[src/pbmtc_defines.svh]
`ifndef PBMTC_DEFINES_SVH
`define PBMTC_DEFINES_SVH

// Transfer kind reset values
`define PBMTC_TT_WR_DEF   5'h02
`define PBMTC_TT_RD_DEF   5'h0A
// Position of the data-tenure bit in transfer_kind[4:0]
`define PBMTC_TT_DATA_BIT 1
// Beats of a burst data tenure
`define PBMTC_BURST_BEATS 3'h4
// Request hold-off after any address rerun
`define PBMTC_HOLD_CYC    2'h2

`endif

[src/pbmtc_pkg.sv]
package pbmtc_pkg;

	typedef enum logic [1:0] {
		A_IDLE = 2'h0,
		A_REQ  = 2'h1,
		A_TEN  = 2'h2,
		A_WIN  = 2'h3
	} pbmtc_astate_e;

	typedef enum logic [1:0] {
		D_IDLE = 2'h0,
		D_BUSY = 2'h1,
		D_GAP  = 2'h2
	} pbmtc_dstate_e;

endpackage : pbmtc_pkg

[src/pbmtc_master.sv]
`include "pbmtc_defines.svh"

// Function
// Address busy asserted only after grant, no rerun, address bus idle.
// Address busy dropped the edge after address accept, for one clock.
// Address-bus busy also derived from transfer start and accept.
// Owner seeing rerun in window drops request, later restarts.
// Any rerun: drop request, refuse grant, no request for a while.
// Global snoop attribute driven from the image or channel setting.
// Cache inhibit attribute driven from the image or channel setting.
// System reruns by first transfer ack, held past address accept.
// One level of pipelining: new address while data tenure runs.
// Internal arbiter keeps request/grant inside, else external pins.
// Translated address from source, block size and offset; DMA untouched.
// Transfer kind from five-bit write and read fields.
// Four address parity bits, top byte on bit zero.
// Parity even or odd per the polarity control.
// Data bus requested by kind bit 3 high during transfer start; the code uses kind bit 1.
// Data busy only on grant, no rerun, data bus idle.
// Grant held past a tenure counts as a fresh grant.
// Slaves acknowledge no sooner than two clocks after start.
// Data busy dropped at least one clock after final ack.
// Data-bus busy also derived from bus control signals.
// Slave acks each eight-byte beat of a burst or a single beat.
module pbmtc_master
	import pbmtc_pkg::*;
#(
	parameter int ADDR_W = 32
)
(
	// Clock and reset
	input  wire logic        clock,
	input  wire logic        rstn,
	// Transaction request
	input  wire logic        req_valid,
	output logic             req_ready,
	input  wire logic        req_write,
	input  wire logic        req_is_dma,
	input  wire logic        req_burst,
	input  wire logic [31:0] req_addr,
	input  wire logic [31:0] req_blk_mask,
	input  wire logic [31:0] req_xlat_offset,
	input  wire logic        translate_enable,
	input  wire logic [4:0]  write_xfer_kind,
	input  wire logic [4:0]  read_xfer_kind,
	input  wire logic        req_global,
	input  wire logic        req_cache_inh,
	// Configuration
	input  wire logic        parity_odd,
	input  wire logic        int_arb_en,
	// Internal arbiter
	output logic             int_bus_request,
	input  wire logic        int_bus_grant,
	// Completion
	output logic             addr_done,
	output logic             data_done,
	output logic             rerun_seen,
	// Arbitration pins
	output logic             ext_bus_request_n,
	input  wire logic        ext_bus_grant_n,
	input  wire logic        data_bus_grant_n,
	// Address tenure pins
	input  wire logic        addr_tenure_busy_i_n,
	output logic             addr_tenure_busy_o_n,
	output logic             addr_tenure_busy_oe_n,
	input  wire logic        xfer_start_i_n,
	output logic             xfer_start_o_n,
	output logic             xfer_start_oe_n,
	output logic [31:0]      addr_o,
	output logic [3:0]       addr_byte_parity,
	output logic [4:0]       transfer_kind,
	output logic             global_snoop_n,
	output logic             cache_inhibit_n,
	output logic             addr_oe_n,
	input  wire logic        addr_accept_n,
	input  wire logic        addr_rerun_n,
	// Data tenure pins
	input  wire logic        data_tenure_busy_i_n,
	output logic             data_tenure_busy_o_n,
	output logic             data_tenure_busy_oe_n,
	input  wire logic        xfer_ack_n,
	input  wire logic        beat_valid_n
);

	// Address path and parity are fixed at four bytes
	if (ADDR_W != 32)
	begin : g_bad_addr_w
		$error("pbmtc_master: address width must be 32");
	end

	pbmtc_astate_e astate_ff;
	pbmtc_dstate_e dstate_ff;
	logic [8:0]  meta_ff;
	logic [8:0]  sync_ff;
	logic [31:0] xaddr;
	logic [3:0]  xpar;
	logic [1:0]  hold_ff;
	logic [2:0]  cnt_ff;
	logic [2:0]  beats_ff;
	logic [1:0]  own_ts_ff;
	logic [1:0]  own_abb_ff;
	logic [1:0]  own_dbb_ff;
	logic        ts_ff;
	logic        dpend_ff;
	logic        fab_ff;
	logic        fdb_ff;
	logic        odd_ff;
	logic        ten;
	logic        dbusy;
	logic        grant_s;
	logic        dgrant_s;
	logic        aack_s;
	logic        rerun_s;
	logic        ack_s;
	logic        bval_s;
	logic        ts_s;
	logic        abb_s;
	logic        dbb_s;
	logic        ts_foreign;
	logic        abus_busy;
	logic        dbus_busy;
	logic        qual_ag;
	logic        qual_dg;
	logic        need_data;
	logic        want_req;
	logic        last_ack;

	// Pins cross from the bus clock tree; two stages each
	always_ff @(posedge clock or negedge rstn)
	begin
		if (!rstn)
		begin
			meta_ff <= 9'h1FF;
			sync_ff <= 9'h1FF;
		end
		else
		begin
			meta_ff <= {ext_bus_grant_n, data_bus_grant_n, addr_accept_n,
				addr_rerun_n, xfer_ack_n, beat_valid_n, xfer_start_i_n,
				addr_tenure_busy_i_n, data_tenure_busy_i_n};
			sync_ff <= meta_ff;
		end
	end

	assign grant_s  = ~sync_ff[8];
	assign dgrant_s = ~sync_ff[7];
	assign aack_s   = ~sync_ff[6];
	assign rerun_s  = ~sync_ff[5];
	assign ack_s    = ~sync_ff[4];
	assign bval_s   = ~sync_ff[3];
	assign ts_s     = ~sync_ff[2];
	assign abb_s    = ~sync_ff[1];
	assign dbb_s    = ~sync_ff[0];

	assign ten   = (astate_ff == A_TEN);
	assign dbusy = (dstate_ff == D_BUSY);

	// Own drive reads back two clocks late through the synchroniser
	always_ff @(posedge clock or negedge rstn)
	begin
		if (!rstn)
		begin
			own_ts_ff  <= 2'h0;
			own_abb_ff <= 2'h0;
			own_dbb_ff <= 2'h0;
		end
		else
		begin
			own_ts_ff  <= {own_ts_ff[0], ts_ff};
			own_abb_ff <= {own_abb_ff[0], ten};
			own_dbb_ff <= {own_dbb_ff[0], dbusy};
		end
	end

	assign ts_foreign = ts_s && !own_ts_ff[1];

	// start-to-accept marks the address bus busy
	always_ff @(posedge clock or negedge rstn)
	begin
		if (!rstn)
			fab_ff <= 1'b0;
		else if (ts_foreign)
			fab_ff <= 1'b1;
		else if (aack_s)
			fab_ff <= 1'b0;
	end

	// foreign start until a final ack marks data bus busy
	always_ff @(posedge clock or negedge rstn)
	begin
		if (!rstn)
			fdb_ff <= 1'b0;
		else if (ts_foreign)
			fdb_ff <= 1'b1;
		else if ((ack_s && !bval_s && !dbusy) || rerun_s)
			fdb_ff <= 1'b0;
	end

	assign abus_busy = fab_ff || (abb_s && !own_abb_ff[1]);
	assign dbus_busy = fdb_ff || (dbb_s && !own_dbb_ff[1]);

	// hold-off after any rerun, owner or snooper
	always_ff @(posedge clock or negedge rstn)
	begin
		if (!rstn)
			hold_ff <= 2'h0;
		else if (rerun_s)
			hold_ff <= `PBMTC_HOLD_CYC;
		else if (hold_ff != 2'h0)
			hold_ff <= hold_ff - 2'h1;
	end

	// grant source follows the arbiter selection
	// qualified address grant
	// a present grant is refused during rerun or hold-off
	assign qual_ag = (int_arb_en ? int_bus_grant : grant_s) && !rerun_s
		&& !abus_busy && (hold_ff == 2'h0);

	// a new address may start while a data tenure runs
	assign req_ready = (astate_ff == A_IDLE) && !dpend_ff;

	// restart after the rerun by requesting again
	always_ff @(posedge clock or negedge rstn)
	begin
		if (!rstn)
			astate_ff <= A_IDLE;
		else
		begin
			case (astate_ff)
				A_IDLE:
					if (req_valid && req_ready)
						astate_ff <= A_REQ;
				A_REQ:
					if (qual_ag)
						astate_ff <= A_TEN;
				// early rerun beside a transfer ack aborts too
				A_TEN:
					if (rerun_s)
						astate_ff <= A_REQ;
					else if (aack_s)
						astate_ff <= A_WIN;
				A_WIN:
					if (rerun_s)
						astate_ff <= A_REQ;
					else
						astate_ff <= A_IDLE;
				default:
					astate_ff <= A_IDLE;
			endcase
		end
	end

	pbmtc_addr_gen u_addr_gen (
		.src_addr         (req_addr),
		.blk_mask         (req_blk_mask),
		.xlat_offset      (req_xlat_offset),
		.translate_enable (translate_enable),
		.is_dma           (req_is_dma),
		.parity_odd       (parity_odd),
		.bus_addr         (xaddr),
		.addr_byte_parity (xpar)
	);

	// Address-phase outputs captured when the request is taken
	always_ff @(posedge clock or negedge rstn)
	begin
		if (!rstn)
		begin
			addr_o           <= 32'h0;
			addr_byte_parity <= 4'h0;
			transfer_kind    <= `PBMTC_TT_RD_DEF;
			global_snoop_n   <= 1'b1;
			cache_inhibit_n  <= 1'b1;
			odd_ff           <= 1'b0;
			beats_ff         <= 3'h1;
		end
		else if (req_valid && req_ready)
		begin
			addr_o           <= xaddr;
			addr_byte_parity <= xpar;
			odd_ff           <= parity_odd;
			// write or read kind field
			transfer_kind    <= req_write ? write_xfer_kind : read_xfer_kind;
			// global snoop attribute
			global_snoop_n   <= ~req_global;
			// cache inhibit attribute
			cache_inhibit_n  <= ~req_cache_inh;
			// one ack per eight-byte beat
			beats_ff         <= req_burst ? `PBMTC_BURST_BEATS : 3'h1;
		end
	end

	// kind bit 1 carries the data bus request
	assign need_data = transfer_kind[`PBMTC_TT_DATA_BIT];

	// Start pulse on the first tenure clock only
	always_ff @(posedge clock or negedge rstn)
	begin
		if (!rstn)
			ts_ff <= 1'b0;
		else
			ts_ff <= (astate_ff == A_REQ) && qual_ag;
	end

	// address busy driven only in the tenure
	// accept moves the tenure out; busy negated in window
	assign addr_tenure_busy_o_n  = ~ten;
	assign addr_tenure_busy_oe_n = ~ten;
	assign xfer_start_o_n        = ~ts_ff;
	assign xfer_start_oe_n       = ~ten;
	assign addr_oe_n             = ~ten;

	// no request during rerun or its hold-off
	// owner rerun in window drops the request
	assign want_req = (astate_ff == A_REQ) && !rerun_s && (hold_ff == 2'h0);

	// request routed to the internal or external arbiter
	assign int_bus_request   = want_req && int_arb_en;
	assign ext_bus_request_n = ~(want_req && !int_arb_en);

	assign addr_done  = (astate_ff == A_WIN) && !rerun_s;
	assign rerun_seen = ((astate_ff == A_WIN) || ten) && rerun_s;

	// Accepted address with data pending its tenure
	always_ff @(posedge clock or negedge rstn)
	begin
		if (!rstn)
			dpend_ff <= 1'b0;
		else if (addr_done && need_data)
			dpend_ff <= 1'b1;
		else if ((dstate_ff == D_IDLE) && qual_dg)
			dpend_ff <= 1'b0;
	end

	// qualified data grant
	// a grant still high after a gap qualifies afresh
	assign qual_dg = dpend_ff && dgrant_s && !rerun_s && !dbus_busy;

	assign last_ack = dbusy && ack_s && (cnt_ff == 3'h1);

	// gap state forces one clock with data busy negated
	always_ff @(posedge clock or negedge rstn)
	begin
		if (!rstn)
			dstate_ff <= D_IDLE;
		else
		begin
			case (dstate_ff)
				D_IDLE:
					if (qual_dg)
						dstate_ff <= D_BUSY;
				D_BUSY:
					if (last_ack || rerun_s)
						dstate_ff <= D_GAP;
				D_GAP:
					dstate_ff <= D_IDLE;
				default:
					dstate_ff <= D_IDLE;
			endcase
		end
	end

	// Beat count per tenure
	always_ff @(posedge clock or negedge rstn)
	begin
		if (!rstn)
			cnt_ff <= 3'h0;
		else if ((dstate_ff == D_IDLE) && qual_dg)
			cnt_ff <= beats_ff;
		else if (dbusy && ack_s)
			cnt_ff <= cnt_ff - 3'h1;
	end

	assign data_tenure_busy_o_n  = ~dbusy;
	assign data_tenure_busy_oe_n = ~dbusy;
	assign data_done             = last_ack && !rerun_s;
endmodule : pbmtc_master

[src/pbmtc_addr_gen.sv]
module pbmtc_addr_gen
	import pbmtc_pkg::*;
(
	// Source address, translation and parity polarity
	input  wire logic [31:0] src_addr,
	input  wire logic [31:0] blk_mask,
	input  wire logic [31:0] xlat_offset,
	input  wire logic        translate_enable,
	input  wire logic        is_dma,
	input  wire logic        parity_odd,
	// Results
	output logic      [31:0] bus_addr,
	output logic      [3:0]  addr_byte_parity
);

	logic [31:0] sum;

	assign sum = src_addr + xlat_offset;

	// block-size offset translation
	// DMA destinations already carry their offset
	assign bus_addr = (translate_enable && !is_dma) ?
		((src_addr & blk_mask) | (sum & ~blk_mask)) : src_addr;

	genvar i;
	generate
		for (i = 0; i < 4; i++)
		begin : g_par
			// bit 0 covers the top byte
			// even or odd selection
			assign addr_byte_parity[i] = (^bus_addr[31-8*i -: 8]) ^ parity_odd;
		end
	endgenerate

endmodule : pbmtc_addr_gen

[config.mk]
export PLATFORM = sky130hd
export DESIGN_NAME = pbmtc_master
export DESIGN_NICKNAME = d
export VERILOG_FILES = /design/src/pbmtc_pkg.sv /design/src/pbmtc_master.sv /design/src/pbmtc_addr_gen.sv
export VERILOG_INCLUDE_DIRS = /design/src
export SDC_FILE = /design/constraint.sdc
export NUM_CORES = 1
export LEC_CHECK = 0
export ABC_AREA = 1
export BUFFER_PORTS_ARGS = -buffer_cell sky130_fd_sc_hd__buf_2
export CORE_ASPECT_RATIO = 1.2
export CORE_MARGIN = 2
export CORE_UTILIZATION = 45
export DETAILED_ROUTE_END_ITERATION = 10
export PLACE_DENSITY = 0.73
export RECOVER_POWER = 50
export SETUP_SLACK_MARGIN = 0.3
export SYNTH_ARGS = -nofsm -noshare
export SYNTH_HDL_FRONTEND = slang
export SYNTH_SLANG_ARGS = --single-unit
[constraint.sdc]
create_clock -name clock -period 1.8 [get_ports clock]
set_input_delay 0.36 -clock clock [delete_from_list [all_inputs] [get_ports clock]]
set_output_delay 0.36 -clock clock [all_outputs]
set_load 0.1 [all_outputs]
==> results of run 1 <==
logic make-up after synthesis:
| logic type | share of synthesized area |
|---|---|
| AOI/OAI and AO/OA | 0.0801 |
| xor gates and xnor gates | 0.0250 |
| adders and majority gates | 0.0670 |
| buffers and inverters | 0.112 |
| DFF | 0.313 |
| muxes | 0.00301 |
| and+or+nand+nor | 0.400 |
cell type report:
class                           count  share of cell area
Antenna cell                        3            0.000639
Clock inverter                      6             0.00500
Sequential cell                    82               0.177
Clock buffer                       10              0.0195
Timing Repair Buffer              368               0.256
Tap cell                          175              0.0186
Inverter                          174              0.0581
Multi-Input combinational cell    784               0.465
stage by stage:
stage | utilization | total power [µW] | hold WS, ns
floorplan | - | 8620 | 0.0644
global placement | 0.620 | 10100 | 0.311
detailed placement | 0.620 | 10300 | 0.309
CTS | 0.741 | 12800 | 0.114
global route | 0.816 | 14800 | 0.114
finish | 0.816 | 14200 | 0.124
where the power goes:
group,leakage [µW],total [µW],internal [µW],switching (µW)
registers,0.000981,2970,2510,464
logic,0.00510,9440,2860,6580
clock network,0.000146,1800,1070,731
total,0.00623,14200,6430,7770
worst max-delay path by stage:
stage,from,endpoint,slack (ns)
3_3_place_gp,req_addr[3],addr_byte_parity[0]$_DFFE_PN0P_,-0.74
6_report,req_xlat_offset[0],addr_byte_parity[1]$_DFFE_PN0P_,-0.52
4_1_cts,req_xlat_offset[0],addr_byte_parity[3]$_DFFE_PN0P_,-0.31
3_5_place_dp,req_addr[0],addr_byte_parity[0]$_DFFE_PN0P_,-0.79
2_1_floorplan,dstate_ff[1]$_DFFE_PN0P_,data_done,-0.50
5_1_grt,req_xlat_offset[0],addr_byte_parity[1]$_DFFE_PN0P_,-0.60
sequential cells by signal, summed over array words and instances, names as in the netlist, 3 cells and up:
register          flops
cnt_ff                3
sync_ff               9
transfer_kind         5
addr_o               32
addr_byte_parity      4
meta_ff               9
cells in the mapped netlist, types with 4 or more instances:
cell      count  area [µm²]
nand2_1     410        1540
inv_1       167         627
nor2_1       78         293
nand3_1      61         305
dfrtp_1      59        1480
o21ai_0      58         290
ha_1         34         425
dfstp_2      23         604
or2_2        22         138
nand2_2      19         119
a21oi_1      18        90.1
nor2_2       12        75.1
xnor2_1      11        96.3
clkbuf_1      9        33.8
nand4_1       9        56.3
xor2_1        8        70.1
nor3_1        7        35.0
inv_2         6        22.5
nand3b_1      6        45.0
and2_1        4        25.0
buf_4         4        30.0
o211ai_1      4        30.0
metal layers:
metal,part of all wire,wire [µm],GRT usage,up-vias
li1,-,-,-,3984
met1,0.36,9900,0.338,4077
met2,0.52,14500,0.528,481
met3,0.064,1770,0.0321,146
met4,0.061,1690,0.132,0
met5,0,0,0,-
cells in the final DEF, fill, tap and decap left out, drive strengths merged, types with 2 or more instances in the layout:
cell type	netlist	final
o21bai	2	2
o21a	2	2
o211ai	4	4
a21oi	18	18
diode	0	3
and2	4	4
a21o	2	2
nor2	90	90
clkinv	1	5
nor3	7	7
nand3b	6	6
dfrtp	59	59
o21ai	60	60
a21boi	3	3
xor2	8	8
nand4	9	9
mux2i	2	2
or2	23	23
buf	8	331
inv	173	172
nand3	63	63
dfstp	23	23
xnor2	11	11
ha	34	34
clkbuf	9	46
clkinvlp	0	2
nand2	429	430
what timing repair did:
action / 4_1_cts / 5_1_grt
pin swaps: 77 / 110
endpoints found under the setup margin: 65 / 87
hold buffers: 1 / 0
resized for setup: 280 / 231
hold endpoints to repair: 20 / 0
cloned: 0 / 8
setup buffers: 36 / 22
==> results by group, run 1 <==
Outcome
  • Status: finished with violations
  • Failing checks: negative setup slack

Final layout
  • Nets: 1581
  • Register area: 2080 µm²
  • Non-filler cells in the finished layout: 1602
  • Layout area overhead: 76.8%
  • Fraction of layout cells with a size suffix above 1: 0.553
  • Fillers: 862
  • Design area: 11800 µm²
  • Multi-input combinational cell area: 5470 µm²

Setup path
  • CP max FO: 4
  • Buf/Inv on CP: 4
  • Worst-path cell chain: buf_6 -> ha_4 -> inv_2 -> fa_2 -> inv_4 -> nand3_2 -> nand3_2 -> buf_6 -> nand3b_1 -> nand4_1 -> nand2_2 -> a21boi_2 -> nand2_1 -> nand2_1 -> nand2_2 -> nand2_1 -> nand2_2 -> nand2_1 -> nand2_1 -> nand3_2 -> nand2_1
  • Slowest-stage cell, CP: fa_2
  • Worst path top cell family by delay: simple AND/OR/NAND/NOR gates
  • Worst path max stage delay: 0.39 ns
  • Worst EP arrival: 2.53 ns
  • WP data required: 2.01 ns
  • WP depth: 21
  • Flop-to-flop setup slack: 0 ns
  • FF-to-FF Start: astate_ff[1]$_DFFE_PN0P_
  • WS Path Type: in -> reg
  • Reg2Reg Depth: 8
  • Critical Path Sink Type: register
  • End of the worst register-to-register path: addr_o[18]$_DFFE_PN0P_
  • Most used cell, CP: nand2_1
  • Worst setup SP type: input port

Timing
  • Hold Violations, Final: 0
  • Unrepaired setup endpoints after global routing: yes
  • # setup viols final: 29
  • Final WS setup: -0.516 ns
  • Maximum clock frequency: 0.432 GHz
  • Final Critical Period: 2.32 ns
  • Final period util: 1.29
  • Clock skew after layout: 0.00784 ns
  • Headroom to the max-slew limit: 0.525
  • Worst-Margin Slew: 0.713 ns
  • Setup TNS: -4.11 ns
  • Final Slew Violations: 0

Place
  • Hpwl dp: 16.8 mm
  • Port bufs: 182
  • Placed cell area: 8930 µm²
  • Post-place setup slack: -0.792 ns
  • Final GP Congestion: 0.957
  • Dpl cells: 1516

Worst hold path
  • Hold Path End: meta_ff[0]$_DFF_PN1_
  • Min-delay src: data_tenure_busy_i_n
  • Min-Delay Path Class: in -> reg
  • WHS Path Cells: 1

Synthesis
  • Top_reg_cell synth: dfrtp_1
  • Synth cell types: 41
  • Sequential area share after synthesis: 0.313
  • Syn Inst Count: 1056
  • Async set or reset register ratio after synthesis: 1.00
  • Synthesized area per cell: 6.30 µm²
  • Synthesized area: 6650 µm²
  • Mapped Nets: 1218
  • Yosys reg bits: 82
  • Yosys Warn Count: 0
  • EDFF count, synth: 0

Clocking
  • Worst-Skew Late Latency: 0.33 ns
  • CTS Root Buffer Type: clkbuf_16
  • Clk buf depth: 2
  • Clk slew on worst S/H paths: 0.06 ns
  • CTS H-tree lvls: 3
  • CTS tree: yes
  • Clock Sinks: 82
  • CTS Buf Count: 9

Drt
  • Wirelength per Cell: 17.4 µm
  • Total number of vias: 8688
  • Antenna viol nets, final: 0
  • Iter 0 DRT Violations: 645
  • Drt drc: 0
  • Vias per inst: 5.42
  • Post-Route WL: 27.8 mm
  • Pre-antenna DRT Iters: 5

Pwr
  • Leak pwr: 0.00623 µW
  • PwrDens: 1210 nW/µm²
  • Peak supply drop: 0.916 mV

Global routing
  • First-pass GRT wire length: 36.0 mm
  • Largest net degree at the start of global routing: 73
  • Vias in the first global route: 7838
  • GRT overflow: 0
  • Initial antenna violation count: 3
  • Tot GR Track Use: 0.289

Die
  • CORE AREA: 14400 µm²
  • Die height: 137 µm
  • Die outline area: 15800 µm²
  • Die W: 115 µm
  • Initial Util: 0.461
  • Core Rows: 48
  • I/O pins: 183

Flow run
  • Max-Cap Viols: 0
Note: power is estimated with default switching activity, not from simulation.
==> inputs of run 2 (changes only) <==
--- a/config.mk
+++ b/config.mk
@@ -8,12 +8,12 @@
 export LEC_CHECK = 0
 export ABC_AREA = 1
-export BUFFER_PORTS_ARGS = -buffer_cell sky130_fd_sc_hd__buf_2
 export CORE_ASPECT_RATIO = 1.2
 export CORE_MARGIN = 2
 export CORE_UTILIZATION = 45
 export DETAILED_ROUTE_END_ITERATION = 10
-export PLACE_DENSITY = 0.73
+export DONT_BUFFER_PORTS = 1
+export PLACE_DENSITY = 0.63
 export RECOVER_POWER = 50
-export SETUP_SLACK_MARGIN = 0.3
+export SETUP_SLACK_MARGIN = 0.5
 export SYNTH_ARGS = -nofsm -noshare
 export SYNTH_HDL_FRONTEND = slang
==> constraint.sdc (replaced) <==
create_clock -name clock -period 1.8 [get_ports clock]
set_input_delay 0.36 -clock clock [delete_from_list [all_inputs] [get_ports clock]]
set_output_delay 0.36 -clock clock [all_outputs]
set_load 0.05 [all_outputs]
==> results by group, run 2 (synthesis results as in run 1) <==
Clocking
  • CTS tree: yes
  • Clk slew on worst S/H paths: 0.07 ns (about the same)
  • CTS Root Buffer Type: clkbuf_16
  • CTS Buf Count: 9 (unchanged)
  • CTS H-tree lvls: 3 (unchanged)
  • Clk buf depth: 2 (unchanged)
  • Worst-Skew Late Latency: 0.34 ns (about the same)
  • Clock Sinks: 82 (unchanged)

Die
  • Die outline area: 15800 µm² (unchanged)
  • Die height: 137 µm (unchanged)
  • CORE AREA: 14400 µm² (unchanged)
  • I/O pins: 183 (unchanged)
  • Die W: 115 µm (unchanged)
  • Initial Util: 0.461 (unchanged)
  • Core Rows: 48 (unchanged)

Place
  • Port bufs: 0 (-100%)
  • Final GP Congestion: 0.956 (about the same)
  • Hpwl dp: 16.5 mm (-1.9%)

Timing
  • # setup viols final: 5 (-83%)
  • Final period util: 1.15 (-0.141)
  • Final Slew Violations: 0 (unchanged)
  • Unrepaired setup endpoints after global routing: yes
  • Hold Slack: -0.288 ns (-0.412 ns)
  • Clock skew after layout: 0.00888 ns (+0.00104 ns)
  • Worst-Margin Slew: 0.530 ns (-0.183 ns)
  • Headroom to the max-slew limit: 0.647 (+0.122)
  • Hold Violations, Final: 82 (+82)
  • Maximum clock frequency: 0.485 GHz (+12%)
  • Final Critical Period: 2.06 ns (-0.254 ns)
  • Final WS setup: -0.262 ns (+0.254 ns)

Drt
  • Pre-antenna DRT Iters: 5 (unchanged)
  • Drt drc: 0 (unchanged)
  • Vias per inst: 5.00 (-7.8%)
  • Iter 0 DRT Violations: 317 (-51%)
  • Antenna viol nets, final: 0 (unchanged)
  • Wirelength per Cell: 15.0 µm (-14%)
  • Post-Route WL: 20.5 mm (-26%)
  • Total number of vias: 6837 (-21%)

Outcome
  • Status: finished with violations
  • Failing checks: negative hold slack, negative setup slack

Global routing
  • Tot GR Track Use: 0.255 (-0.0344)
  • Largest net degree at the start of global routing: 83 (+14%)
  • Vias in the first global route: 6460 (-18%)
  • First-pass GRT wire length: 31.3 mm (-13%)
  • GRT overflow: 0 (unchanged)
  • Initial antenna violation count: 0 (-3)

Flow run
  • Max-Cap Viols: 0 (unchanged)

Pwr
  • Combinational Power Share: 0.357 (-0.307)
  • PwrDens: 1030 nW/µm² (-15%)
  • Peak supply drop: 0.512 mV (-44%)
  • Switch Pwr: 4940 µW (-36%)
  • Flop pwr share: 0.470 (+0.261)
  • Internal: 5080 µW (-21%)
  • Leak pwr: 0.00502 µW (-19%)
  • Clock Power Share: 0.173 (+0.046)
  • Sw Share: 0.493 (-0.0537)

Final layout
  • Antenna cell count: 0 (-3)
  • Biggest register: addr_o
  • Layout Utilization: 0.678 (-0.138)
  • Fraction of layout cells with a size suffix above 1: 0.447 (-0.106)
  • Nets: 1350 (-15%)
  • Fillers: 1235 (+43%)
  • Max reg flops: 32 (unchanged)
  • Biggest regs: addr_o x32, meta_ff x9, sync_ff x9
  • Layout area overhead: 46.8%
  • Commonest non-fill, non-tap cell in the layout: nand2_1
  • Most frequent cells in the layout: nand2_1 (295), inv_1 (141), buf_4 (109)

Setup path
  • Worst setup SP type: input port
  • Critical Path Sink Type: register
  • Worst EP arrival: 2.30 ns (-0.23 ns)
  • CP max FO: 3 (-1)
  • WP data required: 2.03 ns (+0.02 ns)
  • WS Path Type: in -> reg

Worst hold path
  • Min-Delay Path Class: in -> async
-- run 2: worst paths after layout --
kind,cells past startpoint,startpoint,slack (ns),end
min in group clock,0,xfer_start_i_n,0.02,meta_ff[2]$_DFF_PN1_
hold reg to reg,0,own_dbb_ff[0]$_DFF_PN0_,0.35,own_dbb_ff[1]$_DFF_PN0_
hold / removal,0,rstn,-0.29,addr_o[0]$_DFFE_PN0P_
max in group asynchronous,0,rstn,1.87,sync_ff[4]$_DFF_PN1_
setup reg to reg,6,sync_ff[5]$_DFF_PN1_,0.20,astate_ff[0]$_DFFE_PN0P_
setup / recovery,20,req_xlat_offset[0],-0.26,addr_byte_parity[0]$_DFFE_PN0P_
-- run 2: what timing repair did --
item	4_1_cts	5_1_grt
endpoints found under the hold margin	82	85
setup endpoints to repair	107	76
resized for setup	163	164
pin swaps	74	92
buffers inserted	15	16
-- run 2: worst max-delay path, cell delays in order --
cell	delay, ns
ha_4	0.12
inv_2	0.04
fa_2	0.36
inv_2	0.08
buf_4	0.12
nand2_2	0.07
nand3_4	0.11
nand2_1	0.08
nand2_2	0.12
nand2_2	0.08
nand3_1	0.10
nand3_2	0.10
nand4_1	0.11
nand2_2	0.09
inv_1	0.07
nand2_2	0.07
nand2_2	0.06
nand2_1	0.05
nand3_1	0.06
nand2_1	0.05
-- run 2: final cells by class --
class / instances / area, µm² / area share
well taps: 175 / 219 / 0.0224
flip-flops and latches: 82 / 2130 / 0.218
clock inverters: 7 / 58.8 / 0.00602
multi-input cells: 783 / 5280 / 0.541
inverters: 174 / 694 / 0.0711
clock buffers: 9 / 225 / 0.0231
repair buffers: 138 / 1160 / 0.119
-- run 2: metal layers --
layer,vias to the layer above,global-route usage,routed length (µm)
met3,42,0.0365,983
met5,-,0,0
li1,3521,-,-
met1,3112,0.308,8370
met4,0,0.0917,667
met2,162,0.458,10500
-- run 2: per-stage QoR --
stage	power, µW	instances	setup TNS, ns	setup slack, ns	instance area [µm²]
after global placement	7480	1318	-5.26	-0.559	8160
after detailed placement	7550	1318	-5.99	-0.633	8160
after CTS	9690	1349	-0.750	-0.168	9030
after global routing	10600	1368	-1.83	-0.414	9770
after floorplan	6700	1056	-1.48	-0.393	7270
final	10000	1368	-0.965	-0.262	9770
-- run 2: power by group through the flow --
stage	sequential, µW	combinational (µW)	clock, µW
after floorplan	4470	2240	0
after global placement	4650	2830	0
after detailed placement	4660	2890	0
after CTS	4720	3190	1780
after global routing	4790	3990	1870
final	4710	3570	1740
==> inputs of run 3 (changes only) <==
Clock period 1.8 ns to 2.1 ns, I/O delays scaled along.
==> results by group, run 3 (synthesis results as in run 1) <==
Final layout
  • Non-filler cells in the finished layout: 1366 (-0.15%)
  • Nets: 1348 (-0.15%)
  • Commonest non-fill, non-tap cell in the layout: nand2_1
  • Design area: 9650 µm² (-1.2%)
  • Biggest regs: addr_o x32, meta_ff x9, sync_ff x9
  • Max reg flops: 32 (unchanged)
  • Antenna cell count: 0 (unchanged)
  • Layout area overhead: 45.1%
  • Register area: 2080 µm² (-2.1%)
  • Fraction of layout cells with a size suffix above 1: 0.416 (-0.0312)
  • Multi-input combinational cell area: 5180 µm² (-2.0%)
  • Fillers: 1275 (+3.2%)
  • Biggest register: addr_o
  • Most frequent cells in the layout: nand2_1 (288), inv_1 (143), nand2_2 (110)

Timing
  • Final Critical Period: 2.23 ns
  • Unrepaired setup endpoints after global routing: yes
  • Clock skew after layout: 0.00944 ns (+0.000567 ns)
  • Maximum clock frequency: 0.448 GHz
  • Worst-Margin Slew: 0.538 ns (+0.00766 ns)
  • Final WS setup: -0.130 ns (+0.131 ns)
  • # setup viols final: 4 (-1)
  • Hold Slack: -0.221 ns (+0.0671 ns)
  • Final Slew Violations: 0 (unchanged)
  • Final period util: 1.06
  • Headroom to the max-slew limit: 0.641 (-0.00511)
  • Hold Violations, Final: 81 (-1.2%)

Die
  • Die height: 137 µm (unchanged)
  • Die W: 115 µm (unchanged)
  • Die outline area: 15800 µm² (unchanged)
  • CORE AREA: 14400 µm² (unchanged)
  • Core Rows: 48 (unchanged)
  • Initial Util: 0.461 (unchanged)
  • I/O pins: 183 (unchanged)

Clocking
  • Worst-Skew Late Latency: 0.33 ns (about the same)
  • Clk slew on worst S/H paths: 0.07 ns (about the same)
  • CTS Buf Count: 9 (unchanged)
  • CTS H-tree lvls: 3 (unchanged)
  • CTS tree: yes
  • Clk buf depth: 2 (unchanged)
  • CTS Root Buffer Type: clkbuf_16
  • Clock Sinks: 82 (unchanged)

Global routing
  • Initial antenna violation count: 0 (unchanged)
  • Tot GR Track Use: 0.252 (-0.00235)
  • GRT overflow: 0 (unchanged)
  • Vias in the first global route: 6554 (+1.5%)
  • Largest net degree at the start of global routing: 83 (unchanged)
  • First-pass GRT wire length: 31.2 mm (-0.24%)

Drt
  • Total number of vias: 6903 (+0.97%)
  • Antenna viol nets, final: 0 (unchanged)
  • Wirelength per Cell: 15.1 µm (+0.58%)
  • Post-Route WL: 20.6 mm (+0.43%)
  • Drt drc: 0 (unchanged)
  • Vias per inst: 5.05 (+1.1%)
  • Pre-antenna DRT Iters: 6 (+1)
  • Iter 0 DRT Violations: 355 (+12%)

Place
  • Post-place setup slack: -0.416 ns (+0.217 ns)
  • Port bufs: 0 (unchanged)
  • Final GP Congestion: 0.950 (-0.64%)
  • Placed cell area: 8120 µm² (-0.44%)
  • Dpl cells: 1312 (-0.46%)
  • Hpwl dp: 16.4 mm (-0.80%)

Pwr
  • PwrDens: 889 nW/µm² (-13%)
  • Leak pwr: 0.00501 µW (-0.23%)
  • Switch Pwr: 4170 µW (-16%)
  • Clock Power Share: 0.180 (+0.007)
  • Flop pwr share: 0.459 (-0.011)
  • Combinational Power Share: 0.361 (+0.004)
  • Peak supply drop: 0.548 mV (+7.0%)
  • Sw Share: 0.486 (-0.00767)
  • Internal: 4410 µW (-13%)

Setup path
  • Worst EP arrival: 1.81 ns (-0.49 ns)
  • FF-to-FF Start: sync_ff[5]$_DFF_PN1_
  • WS Path Type: reg -> out
  • Critical Path Start: dstate_ff[1]$_DFFE_PN0P_
  • CP max FO: 4 (+1)
  • WP data required: 1.68 ns (-0.35 ns)
  • Worst setup SP type: register
  • Critical Path Sink Type: output pin

Outcome
  • Failing checks: negative hold slack, negative setup slack
  • Status: finished with violations

Flow run
  • Max-Cap Viols: 0 (unchanged)

Worst hold path
  • Min-Delay Path Class: in -> async
## run 3: worst max-delay path: stages, from the launching register on
cell	delay, ns
dfrtp_1	0.38
nor2_1	0.31
inv_6	0.17
nor2_4	0.14
nand3b_1	0.16
nor2_4	0.31
## run 3: layout make-up
type | count | share of cell area
clock buffer | 11 | 0.0251
inverter | 174 | 0.0705
clock inverter | 5 | 0.00570
multi-input combinational | 783 | 0.536
sequential | 82 | 0.216
tap | 175 | 0.0227
timing repair buffer | 136 | 0.124
## run 3: through the flow
step / power, µW / TNS, ns / util
floorplan: 5680 / -0.426 / -
global placement: 6370 / -1.54 / 0.564
detailed placement: 6410 / -1.94 / 0.564
CTS: 8150 / 0 / 0.610
global route: 9100 / -0.929 / 0.670
finish: 8580 / -0.239 / 0.670
## run 3: path summary, 6_finish.rpt
kind,to,slack (ns),cells past startpoint
min,transfer_kind[0]$_DFFE_PN0P_,-0.22,0
max reg2reg,astate_ff[1]$_DFFE_PN0P_,0.40,7
min reg2reg,own_dbb_ff[1]$_DFF_PN0_,0.35,0
max in group asynchronous,sync_ff[4]$_DFF_PN1_,2.08,0
min in group clock,meta_ff[5]$_DFF_PN1_,0.08,0
max,data_done,-0.13,5
## run 3: what timing repair did
action / CTS / global route
buffers inserted: 14 / 24
endpoints found under the setup margin: 42 / 57
pin swaps: 56 / 77
resized for setup: 79 / 207
endpoints found under the hold margin: 82 / 82
## run 3: metal layers
metal	track usage	up-vias	routed length, µm
met4	0.106	0	743
met2	0.440	182	10500
met3	0.0330	44	942
met5	0	-	0
li1	-	3503	-
met1	0.312	3174	8420
## run 3: power groups by stage
stage / clock (µW) / sequential [µW] / combinational (µW)
finish: 1540 / 3940 / 3100
global route: 1650 / 4000 / 3450
CTS: 1570 / 3950 / 2640
detailed placement: 0 / 3980 / 2430
global placement: 0 / 3970 / 2400
floorplan: 0 / 3820 / 1860
